===== src/hw/tsic_pkg.sv =====
// constants for the trap status and interrupt control register group
package tsic_pkg;
  // -------------------------------------------------------------------
  // register byte addresses (one aligned word each)
  // -------------------------------------------------------------------
  localparam logic [4:0] TSIC_ADDR_CTL1  = 5'h00;
  localparam logic [4:0] TSIC_ADDR_CTL2  = 5'h04;
  localparam logic [4:0] TSIC_ADDR_CTL3  = 5'h08;
  localparam logic [4:0] TSIC_ADDR_CTL4  = 5'h0C;
  localparam logic [4:0] TSIC_ADDR_STAT  = 5'h10;
  // -------------------------------------------------------------------
  // field positions
  // -------------------------------------------------------------------
  localparam int TSIC_BIT_ADDR_FAULT  = 3;
  localparam int TSIC_BIT_STACK_FAULT = 2;
  localparam int TSIC_BIT_OSC_FAULT   = 1;
  localparam int TSIC_BIT_GLB_EN      = 15;
  localparam int TSIC_BIT_TEMP_BLOCK  = 14;
  localparam int TSIC_BIT_SW_TRAP     = 13;
  localparam int TSIC_BIT_DMA_FAULT   = 5;
  localparam int TSIC_BIT_LOOP_OVF    = 4;
  localparam int TSIC_BIT_SOFT_HARD   = 0;
  localparam int TSIC_IPL_LSB         = 8;
  localparam int TSIC_IPL_W           = 4;
  localparam int TSIC_VEC_W           = 7;
  localparam int TSIC_NUM_EXT         = 3;
  // -------------------------------------------------------------------
  // reset values and bus answers
  // -------------------------------------------------------------------
  localparam logic       TSIC_GLB_EN_RST = 1'b1;
  localparam logic [2:0] TSIC_POL_RST   = 3'h0;
  localparam logic [1:0] TSIC_RESP_OKAY = 2'h0;
  localparam logic [1:0] TSIC_RESP_SLV  = 2'h2;
  typedef enum logic [0:0] {
    TSIC_EDGE_RISE = 1'b0,
    TSIC_EDGE_FALL = 1'b1
  } tsic_edge_t;
endpackage


===== src/hw/tsic_top.sv =====
// trap status and interrupt control register group with AXI4-Lite slave
// How it works
// (RULE1) address fault flag at bit 3
// (RULE2) stack fault flag at bit 2
// (RULE3) oscillator fault flag at bit 1
// (RULE4) unimplemented bits read zero, ignore writes
// (RULE5) global enable resets one, gates interrupts; here it is only driven out, o_ext_irq_edge is not gated by it
// (RULE6) bit 14 shows temporary block active
// (RULE7) bit 13 software trap enable and request
// (RULE8) polarity bits: one falling, zero rising
// (RULE9) dma address fault flag at bit 5
// (RULE10) loop stack overflow flag at bit 4
// (RULE11) soft generated hard fault at bit 0
// (RULE12) new priority level in bits 11..8
// (RULE13) pending vector code in bits 6..0
// (RULE14) trap flags stick until software writes zero
// (RULE15) sixteen bit registers, single word accesses; here writes follow the byte strobes per lane
//
// The implementer's own choices: register access over AXI4-Lite and the address map.
`timescale 1ns/1ps
module tsic_top
  import tsic_pkg::*;
#(
  parameter int NUM_EXT = TSIC_NUM_EXT
) (
  input  wire logic                  i_sys_clk,
  input  wire logic                  i_reset_n,
  input  wire logic                  i_ce,
  // trap and state inputs from the core
  input  wire logic                  i_addr_fault,
  input  wire logic                  i_stack_fault,
  input  wire logic                  i_osc_fault,
  input  wire logic                  i_dma_fault,
  input  wire logic                  i_loop_ovf,
  input  wire logic                  i_soft_hard_fault,
  input  wire logic                  i_temp_block,
  input  wire logic [TSIC_IPL_W-1:0] i_new_ipl,
  input  wire logic [TSIC_VEC_W-1:0] i_vec_code,
  input  wire logic [NUM_EXT-1:0]    i_ext_irq,
  // AXI4-Lite slave
  input  wire logic [4:0]            i_awaddr,
  input  wire logic                  i_awvalid,
  output logic                       o_awready,
  input  wire logic [31:0]           i_wdata,
  input  wire logic [3:0]            i_wstrb,
  input  wire logic                  i_wvalid,
  output logic                       o_wready,
  output logic [1:0]                 o_bresp,
  output logic                       o_bvalid,
  input  wire logic                  i_bready,
  input  wire logic [4:0]            i_araddr,
  input  wire logic                  i_arvalid,
  output logic                       o_arready,
  output logic [31:0]                o_rdata,
  output logic [1:0]                 o_rresp,
  output logic                       o_rvalid,
  input  wire logic                  i_rready,
  // outputs to the core
  output logic                       o_global_irq_enable,
  output logic                       o_software_trap_control,
  output logic [NUM_EXT-1:0]         o_ext_irq_edge
);
  // -------------------------------------------------------------------
  // write channel: capture address and data in either order
  // -------------------------------------------------------------------
  logic        aw_full_q, aw_full_d, w_full_q, w_full_d;
  logic [4:0]  aw_addr_q, aw_addr_d;
  logic [15:0] w_data_q, w_data_d;
  logic [1:0]  w_strb_q, w_strb_d;
  logic        bvalid_d;
  logic [1:0]  bresp_d;
  logic        do_wr;
  logic        wr_hit;
  assign do_wr  = aw_full_q && w_full_q && !o_bvalid;
  assign wr_hit = (aw_addr_q == TSIC_ADDR_CTL1) || (aw_addr_q == TSIC_ADDR_CTL2) ||
                  (aw_addr_q == TSIC_ADDR_CTL3) || (aw_addr_q == TSIC_ADDR_CTL4) ||
                  (aw_addr_q == TSIC_ADDR_STAT);
  // one write at a time: ready drops while a word is held
  always_comb begin
    aw_full_d = aw_full_q;
    aw_addr_d = aw_addr_q;
    w_full_d  = w_full_q;
    w_data_d  = w_data_q;
    w_strb_d  = w_strb_q;
    bvalid_d  = o_bvalid;
    bresp_d   = o_bresp;
    if (i_awvalid && o_awready) begin
      aw_full_d = 1'b1;
      aw_addr_d = i_awaddr;
    end
    if (i_wvalid && o_wready) begin
      w_full_d = 1'b1;
      w_data_d = i_wdata[15:0];
      w_strb_d = i_wstrb[1:0];
    end
    if (do_wr) begin
      aw_full_d = 1'b0;
      w_full_d  = 1'b0;
      bvalid_d  = 1'b1;
      bresp_d   = wr_hit ? TSIC_RESP_OKAY : TSIC_RESP_SLV;
    end else if (o_bvalid && i_bready) begin
      bvalid_d = 1'b0;
    end
  end
  always_ff @(posedge i_sys_clk or negedge i_reset_n) begin
    if (!i_reset_n) begin
      aw_full_q <= 1'b0;
      aw_addr_q <= 5'h00;
      w_full_q  <= 1'b0;
      w_data_q  <= 16'h0000;
      w_strb_q  <= 2'h0;
      o_bvalid  <= 1'b0;
      o_bresp   <= TSIC_RESP_OKAY;
    end else if (i_ce) begin
      aw_full_q <= aw_full_d;
      aw_addr_q <= aw_addr_d;
      w_full_q  <= w_full_d;
      w_data_q  <= w_data_d;
      w_strb_q  <= w_strb_d;
      o_bvalid  <= bvalid_d;
      o_bresp   <= bresp_d;
    end
  end
  // ready is held low while the slot is full, registered from state
  always_ff @(posedge i_sys_clk or negedge i_reset_n) begin
    if (!i_reset_n) begin
      o_awready <= 1'b0;
      o_wready  <= 1'b0;
    end else if (i_ce) begin
      o_awready <= !aw_full_d && !(i_awvalid && o_awready);
      o_wready  <= !w_full_d && !(i_wvalid && o_wready);
    end
  end
  // -------------------------------------------------------------------
  // per-register write strobes, per byte lane
  // -------------------------------------------------------------------
  logic wr_c1_lo, wr_c2_lo, wr_c2_hi, wr_c3_lo, wr_c4_lo;
  assign wr_c1_lo = do_wr && (aw_addr_q == TSIC_ADDR_CTL1) && w_strb_q[0];
  assign wr_c2_lo = do_wr && (aw_addr_q == TSIC_ADDR_CTL2) && w_strb_q[0];
  assign wr_c2_hi = do_wr && (aw_addr_q == TSIC_ADDR_CTL2) && w_strb_q[1];
  assign wr_c3_lo = do_wr && (aw_addr_q == TSIC_ADDR_CTL3) && w_strb_q[0];
  assign wr_c4_lo = do_wr && (aw_addr_q == TSIC_ADDR_CTL4) && w_strb_q[0];
  // -------------------------------------------------------------------
  // sticky trap flags
  // -------------------------------------------------------------------
  logic addr_fault_flag, stack_fault_flag, oscillator_fault_flag;
  logic dma_address_fault_flag, loop_stack_overflow_flag;
  logic soft_generated_hard_fault_flag;
  // (RULE1) address fault capture
  tsic_sticky_flag u_addr (
    .i_sys_clk (i_sys_clk), .i_reset_n (i_reset_n), .i_ce (i_ce),
    .i_set     (i_addr_fault), .i_wr (wr_c1_lo),
    .i_wr_val  (w_data_q[TSIC_BIT_ADDR_FAULT]), .o_flag (addr_fault_flag));
  // (RULE2) stack fault capture
  tsic_sticky_flag u_stack (
    .i_sys_clk (i_sys_clk), .i_reset_n (i_reset_n), .i_ce (i_ce),
    .i_set     (i_stack_fault), .i_wr (wr_c1_lo),
    .i_wr_val  (w_data_q[TSIC_BIT_STACK_FAULT]), .o_flag (stack_fault_flag));
  // (RULE3) oscillator fault capture
  tsic_sticky_flag u_osc (
    .i_sys_clk (i_sys_clk), .i_reset_n (i_reset_n), .i_ce (i_ce),
    .i_set     (i_osc_fault), .i_wr (wr_c1_lo),
    .i_wr_val  (w_data_q[TSIC_BIT_OSC_FAULT]), .o_flag (oscillator_fault_flag));
  // (RULE9) dma fault capture
  tsic_sticky_flag u_dma (
    .i_sys_clk (i_sys_clk), .i_reset_n (i_reset_n), .i_ce (i_ce),
    .i_set     (i_dma_fault), .i_wr (wr_c3_lo),
    .i_wr_val  (w_data_q[TSIC_BIT_DMA_FAULT]), .o_flag (dma_address_fault_flag));
  // (RULE10) loop overflow capture
  tsic_sticky_flag u_loop (
    .i_sys_clk (i_sys_clk), .i_reset_n (i_reset_n), .i_ce (i_ce),
    .i_set     (i_loop_ovf), .i_wr (wr_c3_lo),
    .i_wr_val  (w_data_q[TSIC_BIT_LOOP_OVF]), .o_flag (loop_stack_overflow_flag));
  // (RULE11) soft hard-fault capture
  tsic_sticky_flag u_soft_hard (
    .i_sys_clk (i_sys_clk), .i_reset_n (i_reset_n), .i_ce (i_ce),
    .i_set     (i_soft_hard_fault), .i_wr (wr_c4_lo),
    .i_wr_val  (w_data_q[TSIC_BIT_SOFT_HARD]), .o_flag (soft_generated_hard_fault_flag));
  // -------------------------------------------------------------------
  // control bits of the second register
  // -------------------------------------------------------------------
  logic               glb_en_d, sw_trap_d;
  logic [NUM_EXT-1:0] pol_q, pol_d;
  // (RULE5) global enable, written by software
  // (RULE7) software trap enable raises the trap request
  // (RULE8) polarity bits in the low byte
  always_comb begin
    glb_en_d  = o_global_irq_enable;
    sw_trap_d = o_software_trap_control;
    pol_d     = pol_q;
    if (wr_c2_hi) begin
      glb_en_d  = w_data_q[TSIC_BIT_GLB_EN];
      sw_trap_d = w_data_q[TSIC_BIT_SW_TRAP];
    end
    if (wr_c2_lo) begin
      pol_d = w_data_q[NUM_EXT-1:0];
    end
  end
  always_ff @(posedge i_sys_clk or negedge i_reset_n) begin
    if (!i_reset_n) begin
      o_global_irq_enable     <= TSIC_GLB_EN_RST;
      o_software_trap_control <= 1'b0;
      pol_q                   <= NUM_EXT'(TSIC_POL_RST);
    end else if (i_ce) begin
      o_global_irq_enable     <= glb_en_d;
      o_software_trap_control <= sw_trap_d;
      pol_q                   <= pol_d;
    end
  end
  // -------------------------------------------------------------------
  // external edge detect with selectable polarity
  // -------------------------------------------------------------------
  logic [NUM_EXT-1:0] ext_prev_q, edge_d;
  logic               ext_primed_q;  // a line high at reset release is not an edge
  // (RULE8) falling edge when polarity is one, rising when zero
  always_comb begin
    for (int k = 0; k < NUM_EXT; k++) begin
      if (pol_q[k] == TSIC_EDGE_FALL) begin
        edge_d[k] = ext_primed_q && ext_prev_q[k] && !i_ext_irq[k];
      end else begin
        edge_d[k] = ext_primed_q && !ext_prev_q[k] && i_ext_irq[k];
      end
    end
  end
  always_ff @(posedge i_sys_clk or negedge i_reset_n) begin
    if (!i_reset_n) begin
      ext_primed_q   <= 1'b0;
      ext_prev_q     <= '0;
      o_ext_irq_edge <= '0;
    end else if (i_ce) begin
      ext_primed_q   <= 1'b1;
      ext_prev_q     <= i_ext_irq;
      o_ext_irq_edge <= edge_d;
    end
  end
  // -------------------------------------------------------------------
  // read channel
  // -------------------------------------------------------------------
  logic [15:0] rd_word;
  logic        rd_hit;
  logic        rvalid_d, arready_d;
  logic [31:0] rdata_d;
  logic [1:0]  rresp_d;
  // (RULE4) only implemented bits are placed, the rest stay zero
  // (RULE6) live temporary block status on bit 14
  // (RULE12) priority level field
  // (RULE13) vector code field, bit 7 zero
  always_comb begin
    rd_word = 16'h0000;
    rd_hit  = 1'b1;
    case (i_araddr)
      TSIC_ADDR_CTL1: begin
        rd_word[TSIC_BIT_ADDR_FAULT]  = addr_fault_flag;
        rd_word[TSIC_BIT_STACK_FAULT] = stack_fault_flag;
        rd_word[TSIC_BIT_OSC_FAULT]   = oscillator_fault_flag;
      end
      TSIC_ADDR_CTL2: begin
        rd_word[TSIC_BIT_GLB_EN]     = o_global_irq_enable;
        rd_word[TSIC_BIT_TEMP_BLOCK] = i_temp_block;
        rd_word[TSIC_BIT_SW_TRAP]    = o_software_trap_control;
        rd_word[NUM_EXT-1:0]         = pol_q;
      end
      TSIC_ADDR_CTL3: begin
        rd_word[TSIC_BIT_DMA_FAULT] = dma_address_fault_flag;
        rd_word[TSIC_BIT_LOOP_OVF]  = loop_stack_overflow_flag;
      end
      TSIC_ADDR_CTL4: begin
        rd_word[TSIC_BIT_SOFT_HARD] = soft_generated_hard_fault_flag;
      end
      TSIC_ADDR_STAT: begin
        rd_word[TSIC_IPL_LSB +: TSIC_IPL_W] = i_new_ipl;
        rd_word[TSIC_VEC_W-1:0]             = i_vec_code;
      end
      default: begin
        rd_hit = 1'b0;
      end
    endcase
  end
  // (RULE15) one sixteen bit word per access, upper half zero
  always_comb begin
    rvalid_d  = o_rvalid;
    rdata_d   = o_rdata;
    rresp_d   = o_rresp;
    arready_d = !o_rvalid;
    if (i_arvalid && o_arready) begin
      rvalid_d  = 1'b1;
      rdata_d   = {16'h0000, rd_word};
      rresp_d   = rd_hit ? TSIC_RESP_OKAY : TSIC_RESP_SLV;
      arready_d = 1'b0;
    end else if (o_rvalid && i_rready) begin
      rvalid_d  = 1'b0;
      arready_d = 1'b1;
    end
  end
  always_ff @(posedge i_sys_clk or negedge i_reset_n) begin
    if (!i_reset_n) begin
      o_rvalid  <= 1'b0;
      o_rdata   <= 32'h00000000;
      o_rresp   <= TSIC_RESP_OKAY;
      o_arready <= 1'b0;
    end else if (i_ce) begin
      o_rvalid  <= rvalid_d;
      o_rdata   <= rdata_d;
      o_rresp   <= rresp_d;
      o_arready <= arready_d;
    end
  end
endmodule


===== src/hw/tsic_sticky_flag.sv =====
// one sticky trap flag: hardware sets, software clears by writing zero
`timescale 1ns/1ps
module tsic_sticky_flag (
  input  wire logic i_sys_clk,
  input  wire logic i_reset_n,
  input  wire logic i_ce,
  input  wire logic i_set,
  input  wire logic i_wr,
  input  wire logic i_wr_val,
  output logic      o_flag
);
  logic flag_d;
  // (RULE14) sticky until cleared
  // set wins over a clearing write in the same cycle
  always_comb begin
    flag_d = o_flag;
    if (i_wr) begin
      flag_d = i_wr_val;
    end
    if (i_set) begin
      flag_d = 1'b1;
    end
  end
  always_ff @(posedge i_sys_clk or negedge i_reset_n) begin
    if (!i_reset_n) begin
      o_flag <= 1'b0;
    end else if (i_ce) begin
      o_flag <= flag_d;
    end
  end
endmodule


===== config.mk =====
export PLATFORM = sky130hd
export DESIGN_NAME = tsic_top
export DESIGN_NICKNAME = d
export VERILOG_FILES = /design/src/hw/tsic_pkg.sv /design/src/hw/tsic_top.sv /design/src/hw/tsic_sticky_flag.sv
export SDC_FILE = /design/constraint.sdc
export NUM_CORES = 1
export LEC_CHECK = 0
export ABC_AREA = 1
export BUFFER_PORTS_ARGS = -buffer_cell sky130_fd_sc_hd__buf_2
export CORE_ASPECT_RATIO = 0.8
export CORE_UTILIZATION = 43
export CTS_CLUSTER_DIAMETER = 30
export DETAILED_ROUTE_END_ITERATION = 12
export GPL_ROUTABILITY_DRIVEN = 0
export GPL_TIMING_DRIVEN = 1
export PLACE_DENSITY_LB_ADDON = 0.05
export SYNTH_ARGS = -nofsm -noshare
export SYNTH_HDL_FRONTEND = slang
export SYNTH_SLANG_ARGS = --single-unit

===== constraint.sdc =====
create_clock -name i_sys_clk -period 1.2 [get_ports i_sys_clk]
set_clock_uncertainty 0.05 [all_clocks]
set_input_delay 0.24 -clock i_sys_clk [delete_from_list [all_inputs] [get_ports i_sys_clk]]
set_output_delay 0.24 -clock i_sys_clk [all_outputs]
set_load 0.01 [all_outputs]

### After elaboration in Yosys (flattened, before gate mapping)

Cells that the tools add are included.

* add/sub/neg operators: 0
* multiply operators: 0
* divide/modulo/power cells: 0
* order comparisons: 0
* eq/ne operators: 8
* shift operators: 0
* mux-type cells: 35
* bitwise operators: 0
* reductions and logical operators: 71

Operators by type and width (count)
* $logic_and A1 B1 Y1: 30
* $reduce_and A2 Y1: 14
* $mux W1: 27
* $eq A5 B4 Y1 const B: 4
* $reduce_bool A2 Y1: 8
* $logic_not A1 Y1: 12
* $eq A5 B3 Y1 const B: 2
* $eq A5 B5 Y1 const B: 2
* $logic_not A5 Y1: 2
* $pmux W2 S3: 1
* $reduce_or A5 Y1: 1
* $logic_or A1 B1 Y1: 4
* $mux W2: 2
* $mux W4: 1
* $pmux W2 S2: 1
* $mux W3: 1
* $pmux W1 S3: 1
* $pmux W1 S2: 1

* flip-flop bits (word level): 66
* latch bits: 0
* bits in writable memories: 0
* ROM bits: 0
* input port bits: 75
* output and inout port bits: 46
* word-level logic and storage cells: 139
* memories: 0

### Depth between registers and ports, before layout

Gate-level depths: netlist of the first run.

* depth in word-level cells: 6
* mapped depth: 8
* mapped depth without buffers: 8

### Cells and area by module

Synthesis of the first run repeated with hierarchy kept, for this count alone.

* cell total of the unflattened synthesis: 320
* area total of the unflattened synthesis: 2710.1 µm²

By module, submodules not included
* tsic_top: times used 1, cells an instance 284, area an instance 2432.3 µm², sequential area each 1252.5 µm²
* tsic_sticky_flag: times used 6, cells an instance 6, area an instance 46.3 µm², sequential area each 25.0 µm²

### Least setup slack after synthesis of the first run

OpenSTA, ideal clock, no wires.

* kind: register to register
* from: register o_bvalid
* to: register u_addr.o_flag
* library setup time: 0.124 ns
* data arrival time: 1.014 ns
* data required time: 1.026 ns
* path slack: 0.012 ns
* stages on the path, launching flop included: 7
* path buffers: 0
* period minus slack after synthesis: 1.188 ns
* path through: dfrtp_1 -> inv_1 -> nand3_1 -> nor2_2 -> nand3_1 -> nand2_1 -> nand3_1

* cells in the longest elaborated chain, start to end: 6

RTL lines
* from (decl): RTL line tsic_top.sv:49 `output logic o_bvalid,`
* from (signal assigned): RTL line tsic_top.sv:120 `o_bvalid <= bvalid_d;`
* $logic_not A1 Y1: RTL line tsic_top.sv:74 `assign do_wr = aw_full_q && w_full_q && !o_bvalid;`
* $logic_and A1 B1 Y1: RTL line tsic_top.sv:74
* $logic_and A1 B1 Y1 (2 in series): RTL line tsic_top.sv:138 `assign wr_c1_lo = do_wr && (aw_addr_q == TSIC_ADDR_CTL1) && w_strb_q[0];`
* $reduce_bool A2 Y1 (no source line)
* $reduce_and A2 Y1 (no source line)
* to (signal assigned): RTL line tsic_sticky_flag.sv:28 `o_flag <= flag_d;`
* to (decl): RTL line tsic_sticky_flag.sv:10 `output logic o_flag`

Every way passes these cells.
A chain may end at the register's enable or synchronous reset.

### Worst setup path in the final report of the first run

* from: register o_bvalid
* to: output port o_bvalid

No word-level cell between the ends.

==> impl_results.md, run 1 <==
* Final nets at ~510
* Gate power share at 0.340
* Final setup vio count at 9
* Sequential area share after synthesis at 0.5054
* Ys Warns at 0
* Via count at between 2000 and 2500
* Rows at 25
* Minimum clock period at 1.294 ns
* Clock latency on the worst-skew pair at 0.31 ns
* GR peak layer: met2
* Die width at 91.82 um
* H-tree depth at 2
* Unrepaired setup endpoints after global routing: yes
* Initial antenna violation count at 0
* Fillers at ~600
* Hold Fails Final Rpt at 0
* Slowest CP cell: dfrtp_1
* Vias in the first global route at 2244
* Max-cap viol count at 0
* WHS Endpoint: w_strb_q[1]
* Hold path depth at 3
* First-pass GRT wire length at between 10000 and 15000 um
* Top Family by Delay on Critical Path: flip-flops
* CTS tree: done
* Clock tree buffer depth at 2
* Growth of design area from synthesis to finish at 27.91%
* CP Launch Type: flip-flop
* Critical Path Most Common Cell: buf_6
* Final period util at 1.079
* Worst hold start: i_wstrb[1]
* Met2 Use GR at 0.3024
* Length in cells of the worst reg-to-reg path at 6
* Maximum vdd drop at 0.0008733 V
* Number of vias per cell at roughly 4.6
* Number of port buffers at between 70 and 80
* Max incr delay on CP at ~0.44 ns
* Final wirelength at ~6100 um
* Sw frac at 0.3458
* Met1 usage at 0.2732
* Crit-path cells: buf_6 -> buf_6
* Initial drt markers at approximately 140
* Req. time, crit path at 0.91 ns
* CTS Root Cell: clkbuf_8
* GRT met3 Usage at 0.03934
* Pint at slightly below 0.004 W
* Post-synth top flop: dfrtp_1
* CP bufs+invs at 2
* Worst Path Max Fanout at 3
* Routed Antenna Nets at 0
* Num ports at 121
* Final worst slack at -0.09433 ns
* CTS clock-pin slew for the worst setup and hold paths at 0.10 ns
* Leakage at a little under 2 nW
* Syn Std Cell Area at roughly 2800 um2
* DP Cell Count at 500
* Setup TNS at -0.2107 ns
* Pre-antenna DRT Iters at 4
* Max-slew violation count at 0
* Ys async rst share at 1.000
* Reg2reg setup slack at -0.02 ns
* Clock buffer count from CTS at 5
* Core Area at ~6100 um2
* Fin cells at 514
* Failing checks: setup timing
* FF+latch count, synth at 56
* Largest net degree at the start of global routing at 57
* Switch Pwr at around 0.0021 W
* PD cells at 1705 nW/um2
* Post-synth EDFFs at 0
* Status: finished, violations left
* Post-DP HPWL at around 4400 um
* Clock power share at 0.202
* Mean Syn Cell Area at ~8.4 um2
* F_max at just under 800 MHz
* Clk sinks at 56
* Die H at about 74 um
* Reg2reg end: u_dma.o_flag
* Hold WC Path Type: input pin to flip-flop
* GRT overflow at 0
* Post-route DRC at 0
* Share of power burned in registers at 0.458
* Layout cells sized above 1 at 0.3441
* Avg WL per Cell at about 12 um
* Yosys cell types at 27
* Tot GR Track Use at 0.1925
* Cells after Synth at around 330
* WS Path Type: flip-flop to output port
* Die area at approximately 6800 um2
* Ant. Diodes at 0
* Worst EP arrival at 1.00 ns
* CP Capture Type: output port
* Register area at 1403 um2
* Place WS at -0.1062 ns
* Multi-input gate area at 1186 um2
* RR Startpoint: o_bvalid
* Initial core utilization at 0.4573
## tightest hold or removal path, cell delays in order
cell	delay (ns)
buf_2	0.07
nand2_1	0.04
nand2_1	0.04
## layout make-up
type | instances | area share
clock buffers | 6 | 0.02044
clock inverters | 2 | 0.009870
inverters | 31 | 0.03349
multi-input cells | 237 | 0.3342
flip-flops and latches | 56 | 0.3951
well taps | 81 | 0.02855
repair buffers | 101 | 0.1784
## metrics by stage
stage	hold WS, ns	utilization	power [W]	instance area (um2)
after floorplan	-0.1056	-	0.003779	2846
after global placement	0.2170	0.5456	0.004503	3311
after detailed placement	0.2168	0.5456	0.004539	3311
after CTS	0.05934	0.5800	0.006036	3520
after global routing	0.06352	0.5849	0.006524	3550
final	0.06306	0.5849	0.006052	3550
## cell usage after synthesis (3+ instances only)
master,instances,share of area
nand2_1,122,0.17
inv_2,3,0.0041
nand3_1,29,0.052
o21ai_2,3,0.0095
nor2_1,8,0.011
buf_4,22,0.060
nand4_1,8,0.018
dfrtp_1,55,0.50
a21oi_1,4,0.0072
nor2_4,4,0.016
buf_2,3,0.0054
inv_1,27,0.037
o21ai_0,24,0.043
## kinds of logic (layout without fill, tap and decap cells)
| group | after synthesis | count (layout) | synth area share |
|---|---|---|---|
| and+or+nand+nor | 183 | 183 | 0.3097 |
| AOI/OAI and AO/OA | 34 | 34 | 0.06763 |
| DFF | 56 | 56 | 0.5054 |
| other | 1 | 20 | 0.001351 |
| buffers and inverters | 58 | 140 | 0.1159 |
## cell usage in the layout (no fill, tap or decap)
cell           Yosys  final
nand2_1          122    118
nand2_2            2      6
nand3_4            1      2
buf_6              2      4
inv_2              3      6
o21ai_0           24     24
dlygate4sd3_1      0      1
nand3_2            1      4
nor2_1             8      3
a31oi_1            2      2
clkbuf_8           0      5
conb_1             1     20
clkbuf_1           0      1
buf_4             22     21
clkinv_2           0      1
nor2_8             2      2
dfstp_2            1      1
a21oi_2            0      1
nand4_1            8      8
buf_12             0      3
bufinv_16          0      1
nor3_2             1      1
or2_2              2      2
o21ai_2            3      3
nor2_2             1      4
inv_1             27     24
a21o_2             1      1
a21oi_1            4      3
buf_2              3     72
dfrtp_1           55     55
nor2_4             4      6
nand3_1           29     25
inv_4              1      1
nand2_4            2      2
## registers in the layout, summed over array words and instances, names as in the netlist, 2 cells and up
name and cells:
aw_addr_q 5, w_strb_q 2, pol_q 3, ext_prev_q 3, w_data_q 8, o_ext_irq_edge 3
o_rdata 14
## repair_timing
| item | 4_1_cts | 5_1_grt |
|---|---|---|
| hold buffers | 1 | 0 |
| setup buffers | 4 | 1 |
| resized for setup | 17 | 7 |
| endpoints found under the setup margin | 13 | 32 |
| pin swaps | 9 | 8 |
| endpoints found under the hold margin | 55 | 0 |
## how the worst max path moves through the flow
| stage | start | endpoint | slack [ns] | depth (start not counted) |
|---|---|---|---|---|
| after floorplan | o_bvalid | u_addr.o_flag | 0.01 | 6 |
| after global placement | aw_addr_q[1] | u_addr.o_flag | -0.07 | 6 |
| after detailed placement | aw_addr_q[1] | u_addr.o_flag | -0.11 | 6 |
| after CTS | o_bvalid | o_bvalid | -0.09 | 2 |
| after global routing | o_bvalid | o_bvalid | -0.14 | 2 |
| final | o_bvalid | o_bvalid | -0.09 | 2 |
## power by group through the flow
stage                     combinational, W  sequential, W  clock [W]
final                              0.00205        0.00277    0.00122
after global routing               0.00233        0.00284    0.00135
after CTS                          0.00202        0.00276    0.00126
after detailed placement           0.00177        0.00277          0
after global placement             0.00174        0.00276          0
after floorplan                   0.000990        0.00279          0
## routing by layer
layer	up-vias	share of wire
met1	1085	0.48
li1	1210	-
met5	-	0
met3	6	0.050
met4	0	0.0076
met2	63	0.46
No activity file was read; power rests on OpenSTA's default activity.
==> run 2: changes to the inputs <==
--- a/config.mk
+++ b/config.mk
@@ -17,3 +17,4 @@
 export SYNTH_ARGS = -nofsm -noshare
 export SYNTH_HDL_FRONTEND = slang
 export SYNTH_SLANG_ARGS = --single-unit
+export TNS_END_PERCENT = 10
==> impl_results.md, run 2 (synthesized netlist as in run 1, its figures left out) <==
* Reg with most FFs: o_rdata
* First-pass GRT wire length at 10020 um (-1.7%)
* Routed Antenna Nets at 0 (unchanged)
* Die H at 73.86 um (unchanged)
* WS Path Type: flip-flop to output port
* Final period util at 1.063 (-0.01575)
* Tot GR Track Use at 0.1890 (-0.003494)
* Length in cells of the worst reg-to-reg path at 7 (+1)
* Die width at 91.82 um (unchanged)
* Hold WC Path Type: input pin to flip-flop
* Growth of design area from synthesis to finish at 26.19%
* Clk sinks at 56 (unchanged)
* Pre-antenna DRT Iters at 4 (unchanged)
* Initial drt markers at 125 (-8.8%)
* Layout cells sized above 1 at 0.3310 (-0.01311)
* GRT overflow at 0 (unchanged)
* Largest net degree at the start of global routing at 57 (unchanged)
* Final nets at 503 (-0.79%)
* Clock buffer count from CTS at 5 (unchanged)
* Register area at 1403 um2 (unchanged)
* Most frequent cells in the layout: 120 x nand2_1, 72 x buf_2, 55 x dfrtp_1, 26 x nand3_1, 24 x o21ai_0
* Fin Hold WS at 0.06749 ns (+0.004428 ns)
* Ant. Diodes at 0 (unchanged)
* Clock tree buffer depth at 2 (unchanged)
* Final setup vio count at 5 (-4)
* Status: finished, violations left
* Worst hold start: i_wstrb[1]
* Final wirelength at 5935 um (-2.5%)
* Minimum clock period at 1.275 ns (-0.01890 ns)
* Hold Fails Final Rpt at 0 (unchanged)
* Place WS at -0.1062 ns (unchanged)
* Leakage at 1.948 nW (-1.1%)
* Number of port buffers at 74 (unchanged)
* Reg2reg setup slack at -0.02 ns (about the same)
* Max-slew violation count at 0 (unchanged)
* Maximum vdd drop at 0.0008715 V (-0.20%)
* H-tree depth at 2 (unchanged)
* Largest regs: o_rdata (14), w_data_q (8), aw_addr_q (5)
* Reg2reg end: pol_q[2]
* CTS tree: done
* CTS clock-pin slew for the worst setup and hold paths at 0.09 ns (about the same)
* Hold path depth at 3 (unchanged)
* Worst EP arrival at 0.99 ns (about the same)
* Die area at 6781 um2 (unchanged)
* Initial antenna violation count at 0 (unchanged)
* Most common cell after layout, fill and taps aside: nand2_1
* F_max at 784.1 MHz (+1.5%)
* Vias in the first global route at 2200 (-2.0%)
* Via count at 2336 (-1.2%)
* CP Launch Type: flip-flop
* Worst Path Max Fanout at 3 (unchanged)
* Core Area at 6068 um2 (unchanged)
* RR Startpoint: w_full_q
* Fillers at 604 (+0.50%)
* Post-route DRC at 0 (unchanged)
* Critical Path Start: o_bvalid
* Failing checks: setup timing
* Post-DP HPWL at 4442 um (unchanged)
* Clock latency on the worst-skew pair at 0.31 ns (about the same)
* Req. time, crit path at 0.91 ns (about the same)
* Num ports at 121 (unchanged)
* Max reg flops at 14 (unchanged)
* PD cells at 1689 nW/um2 (-0.92%)
* CP Capture Type: output port
* CTS Root Cell: clkbuf_8
* WHS Endpoint: w_strb_q[1]
* Avg WL per Cell at 11.64 um (-1.7%)
* Max-cap viol count at 0 (unchanged)
* Unrepaired setup endpoints after global routing: yes
* Number of vias per cell at 4.580 (-0.41%)
* Final worst slack at -0.07543 ns (+0.01890 ns)
* Initial core utilization at 0.4573 (unchanged)
* Setup TNS at -0.1908 ns (+0.01990 ns)
* Rows at 25 (unchanged)
* Multi-input gate area at 1172 um2 (-1.2%)
[run 2: changes by cell type in the layout (fill, tap and decap cells not counted), sizes merged]
cell and delta:
buf -4
[run 2: metal layers]
| layer | routed length, um | track usage | up-vias |
|---|---|---|---|
| met4 | 19 | 0.05035 | 0 |
| met1 | 2956 | 0.2715 | 1071 |
| met3 | 260 | 0.03934 | 2 |
| li1 | - | - | 1203 |
| met5 | 0 | 0 | - |
| met2 | 2699 | 0.2916 | 60 |
[run 2: worst max path at each step]
stage                          to  slack, ns  depth (start not counted)
floorplan           u_addr.o_flag       0.01                          6
global placement    u_addr.o_flag      -0.07                          6
detailed placement  u_addr.o_flag      -0.11                          6
CTS                      o_bvalid      -0.09                          2
global route             o_bvalid      -0.12                          2
finish                   o_bvalid      -0.08                          2
[run 2: area by class of cell]
cell class,instances,share of cell area
clock buffer,6,0.02072
clock inverter,2,0.01000
inverter,31,0.03394
multi-input combinational,237,0.3348
sequential,56,0.4005
tap,81,0.02894
timing repair buffer,97,0.1711
[run 2: power by group]
part           switching, W  leakage, nW  total [W]  internal [W]
registers          0.000395        0.687    0.00278       0.00238
logic               0.00104         1.21    0.00192      0.000878
clock network      0.000596       0.0552    0.00122      0.000620
total               0.00203         1.95    0.00592       0.00388
[run 2: critical path, cell delays in order, from the launching register on]
cell     delay [ns]
dfrtp_1        0.44
buf_6          0.14
buf_6          0.11
[run 2: stage by stage]
step	power, W	std cells	cell area, um2	util
after global placement	0.004503	500	3311	0.5456
after global routing	0.006387	510	3502	0.5771
after floorplan	0.003779	351	2846	-
after detailed placement	0.004539	500	3311	0.5456
after CTS	0.005883	509	3467	0.5713
final	0.005916	510	3502	0.5771
[run 2: repair_timing]
action / CTS / global route
pin swaps: 2 / 2
endpoints found under the hold margin: 55 / 0
setup endpoints to repair: 13 / 30
hold buffers: 1 / 0
gates resized for setup: 11 / 9
buffers inserted: 0 / 1
==> run 3: changes to the inputs <==
--- a/config.mk
+++ b/config.mk
@@ -7,8 +7,10 @@
 export LEC_CHECK = 0
 export ABC_AREA = 1
 export BUFFER_PORTS_ARGS = -buffer_cell sky130_fd_sc_hd__buf_2
+export CELL_PAD_IN_SITES_DETAIL_PLACEMENT = 0
+export CELL_PAD_IN_SITES_GLOBAL_PLACEMENT = 1
 export CORE_ASPECT_RATIO = 0.8
-export CORE_UTILIZATION = 43
+export CORE_UTILIZATION = 30
 export CTS_CLUSTER_DIAMETER = 30
 export DETAILED_ROUTE_END_ITERATION = 12
 export GPL_ROUTABILITY_DRIVEN = 0
==> impl_results.md, run 3 (synthesized netlist as in run 1, its figures left out) <==
* Minimum clock period at 1.267 ns (-0.008890 ns)
* H-tree depth at 2 (unchanged)
* Setup TNS at -0.1502 ns (+0.04058 ns)
* Clock latency on the worst-skew pair at 0.30 ns (about the same)
* CTS Root Cell: clkbuf_16
* Ant. Diodes at 0 (unchanged)
* Tot GR Track Use at 0.1554 (-0.03355)
* CTS tree: done
* Pre-antenna DRT Iters at 4 (unchanged)
* Most frequent cells in the layout: 119 x nand2_1, 72 x buf_2, 54 x dfrtp_1, 25 x nand3_1, 24 x o21ai_0
* CTS clock-pin slew for the worst setup and hold paths at 0.07 ns (-0.02 ns)
* Final wirelength at 6755 um (+14%)
* Vias in the first global route at 2290 (+4.1%)
* Final setup vio count at 5 (unchanged)
* Largest regs: o_rdata (14), w_data_q (8), aw_addr_q (5)
* Initial antenna violation count at 0 (unchanged)
* Clock tree buffer depth at 2 (unchanged)
* Worst Path Max Fanout at 3 (unchanged)
* Final worst slack at -0.06653 ns (+0.008890 ns)
* Via count at 2365 (+1.2%)
* WS Path Type: flip-flop to output port
* Critical Path Start: o_bvalid
* Reg with most FFs: o_rdata
* GRT overflow at 0 (unchanged)
* Maximum vdd drop at 0.0006874 V (-21%)
* Post-route DRC at 0 (unchanged)
* Post-CTS Setup Bufs at 0 (unchanged)
* CP Capture Type: output port
* Gate power share at 0.308 (-0.017)
* Number of port buffers at 74 (unchanged)
* Sw frac at 0.3381 (-0.005614)
* Largest net degree at the start of global routing at 25 (-56%)
* First-pass GRT wire length at 11120 um (+11%)
* Routed Antenna Nets at 0 (unchanged)
* Clock power share at 0.249 (+0.043)
* Core Area at 8708 um2 (+44%)
* CP Launch Type: flip-flop
* Share of power burned in registers at 0.443 (-0.027)
* Most common cell after layout, fill and taps aside: nand2_1
* Die H at 88.03 um (+19%)
* Number of vias per cell at 4.339 (-5.3%)
* Num ports at 121 (unchanged)
* Rows at 30 (+20%)
* Die area at 9641 um2 (+42%)
* Switch Pwr at 0.002130 W (+4.8%)
* Clk sinks at 56 (unchanged)
* Avg WL per Cell at 12.39 um (+6.5%)
* Post-DP HPWL at 5227 um (+18%)
* PD cells at 1735 nW/um2 (+2.7%)
* F_max at 789.6 MHz (+0.70%)
* Req. time, crit path at 0.91 ns (about the same)
* Max reg flops at 14 (unchanged)
* Worst hold start: i_wdata[15]
* Die width at 109.5 um (+19%)
* Clock buffer count from CTS at 5 (unchanged)
* Failing checks: setup timing
* RR Startpoint: w_full_q
* Fin area at 3631 um2 (+3.7%)
* Max-slew violation count at 0 (unchanged)
* Final period util at 1.055 (-0.007409)
* Worst EP arrival at 0.98 ns (about the same)
* Final nets at 507 (+0.80%)
* Hold WC Path Type: input pin to flip-flop
* Unrepaired setup endpoints after global routing: yes
* Layout cells sized above 1 at 0.3418 (+0.01080)
* Pint at 0.004170 W (+7.4%)
* Growth of design area from synthesis to finish at 30.84%
* Placed cell area at 3400 um2 (+2.7%)
* Max-cap viol count at 0 (unchanged)
* Hold Fails Final Rpt at 0 (unchanged)
* Initial drt markers at 65 (-48%)
* Initial core utilization at 0.3187 (-0.1386)
* Status: finished, violations left
* Leakage at 1.992 nW (+2.3%)
-- run 3: cell type report --
class                      count  area, um2
clock buffer                   8      156.4
sequential                    56       1404
inverter                      31      118.9
fill                         941       5077
multi-input combinational    237       1170
timing repair buffer         101      641.9
tap                          112      140.1
-- run 3: power by group through the flow --
stage                     clock (W)  sequential [W]  combinational (W)
after floorplan                   0         0.00279           0.000990
after global placement            0         0.00277            0.00182
after detailed placement          0         0.00277            0.00184
after CTS                   0.00161         0.00276            0.00194
after global routing        0.00169         0.00287            0.00222
final                       0.00157         0.00279            0.00194
-- run 3: stage by stage --
| stage | instances | power (W) | util | hold slack (ns) | worst slack [ns] |
|---|---|---|---|---|---|
| finish | 545 | 0.006300 | 0.4170 | 0.08443 | -0.06653 |
| global route | 545 | 0.006789 | 0.4170 | 0.09371 | -0.1118 |
| CTS | 545 | 0.006313 | 0.4139 | 0.08543 | -0.07606 |
| detailed placement | 536 | 0.004614 | 0.3904 | 0.1026 | -0.1437 |
| global placement | 536 | 0.004597 | 0.3904 | 0.1003 | -0.1042 |
| floorplan | 351 | 0.003779 | - | -0.1056 | 0.01225 |
-- run 3: timing repair --
action	4_1_cts	5_1_grt
endpoints found under the hold margin	5	0
setup endpoints to repair	12	30
pin swaps	3	1
hold buffers	1	0
gates resized for setup	10	11
-- run 3: path summary, 6_finish.rpt --
path | to | slack, ns | cells past startpoint
max reg2reg | pol_q[0] | -0.02 | 7
max | o_bvalid | -0.07 | 2
min in group asynchronous | w_strb_q[1] | 0.31 | 2
max in group asynchronous | o_bvalid | 0.29 | 3
min reg2reg | ext_primed_q | 0.42 | 1
min | w_data_q[15] | 0.08 | 3
-- run 3: critical path, cell delays in order, from the launching register on --
cell     delay (ns)
dfrtp_2        0.44
buf_6          0.13
buf_6          0.11
-- run 3: layer usage --
| metal | wire (um) | track usage |
|---|---|---|
| met3 | 311 | 0.04315 |
| met1 | 3450 | 0.2216 |
| met4 | 55 | 0.03273 |
| met2 | 2938 | 0.2350 |
| met5 | 0 | 0 |
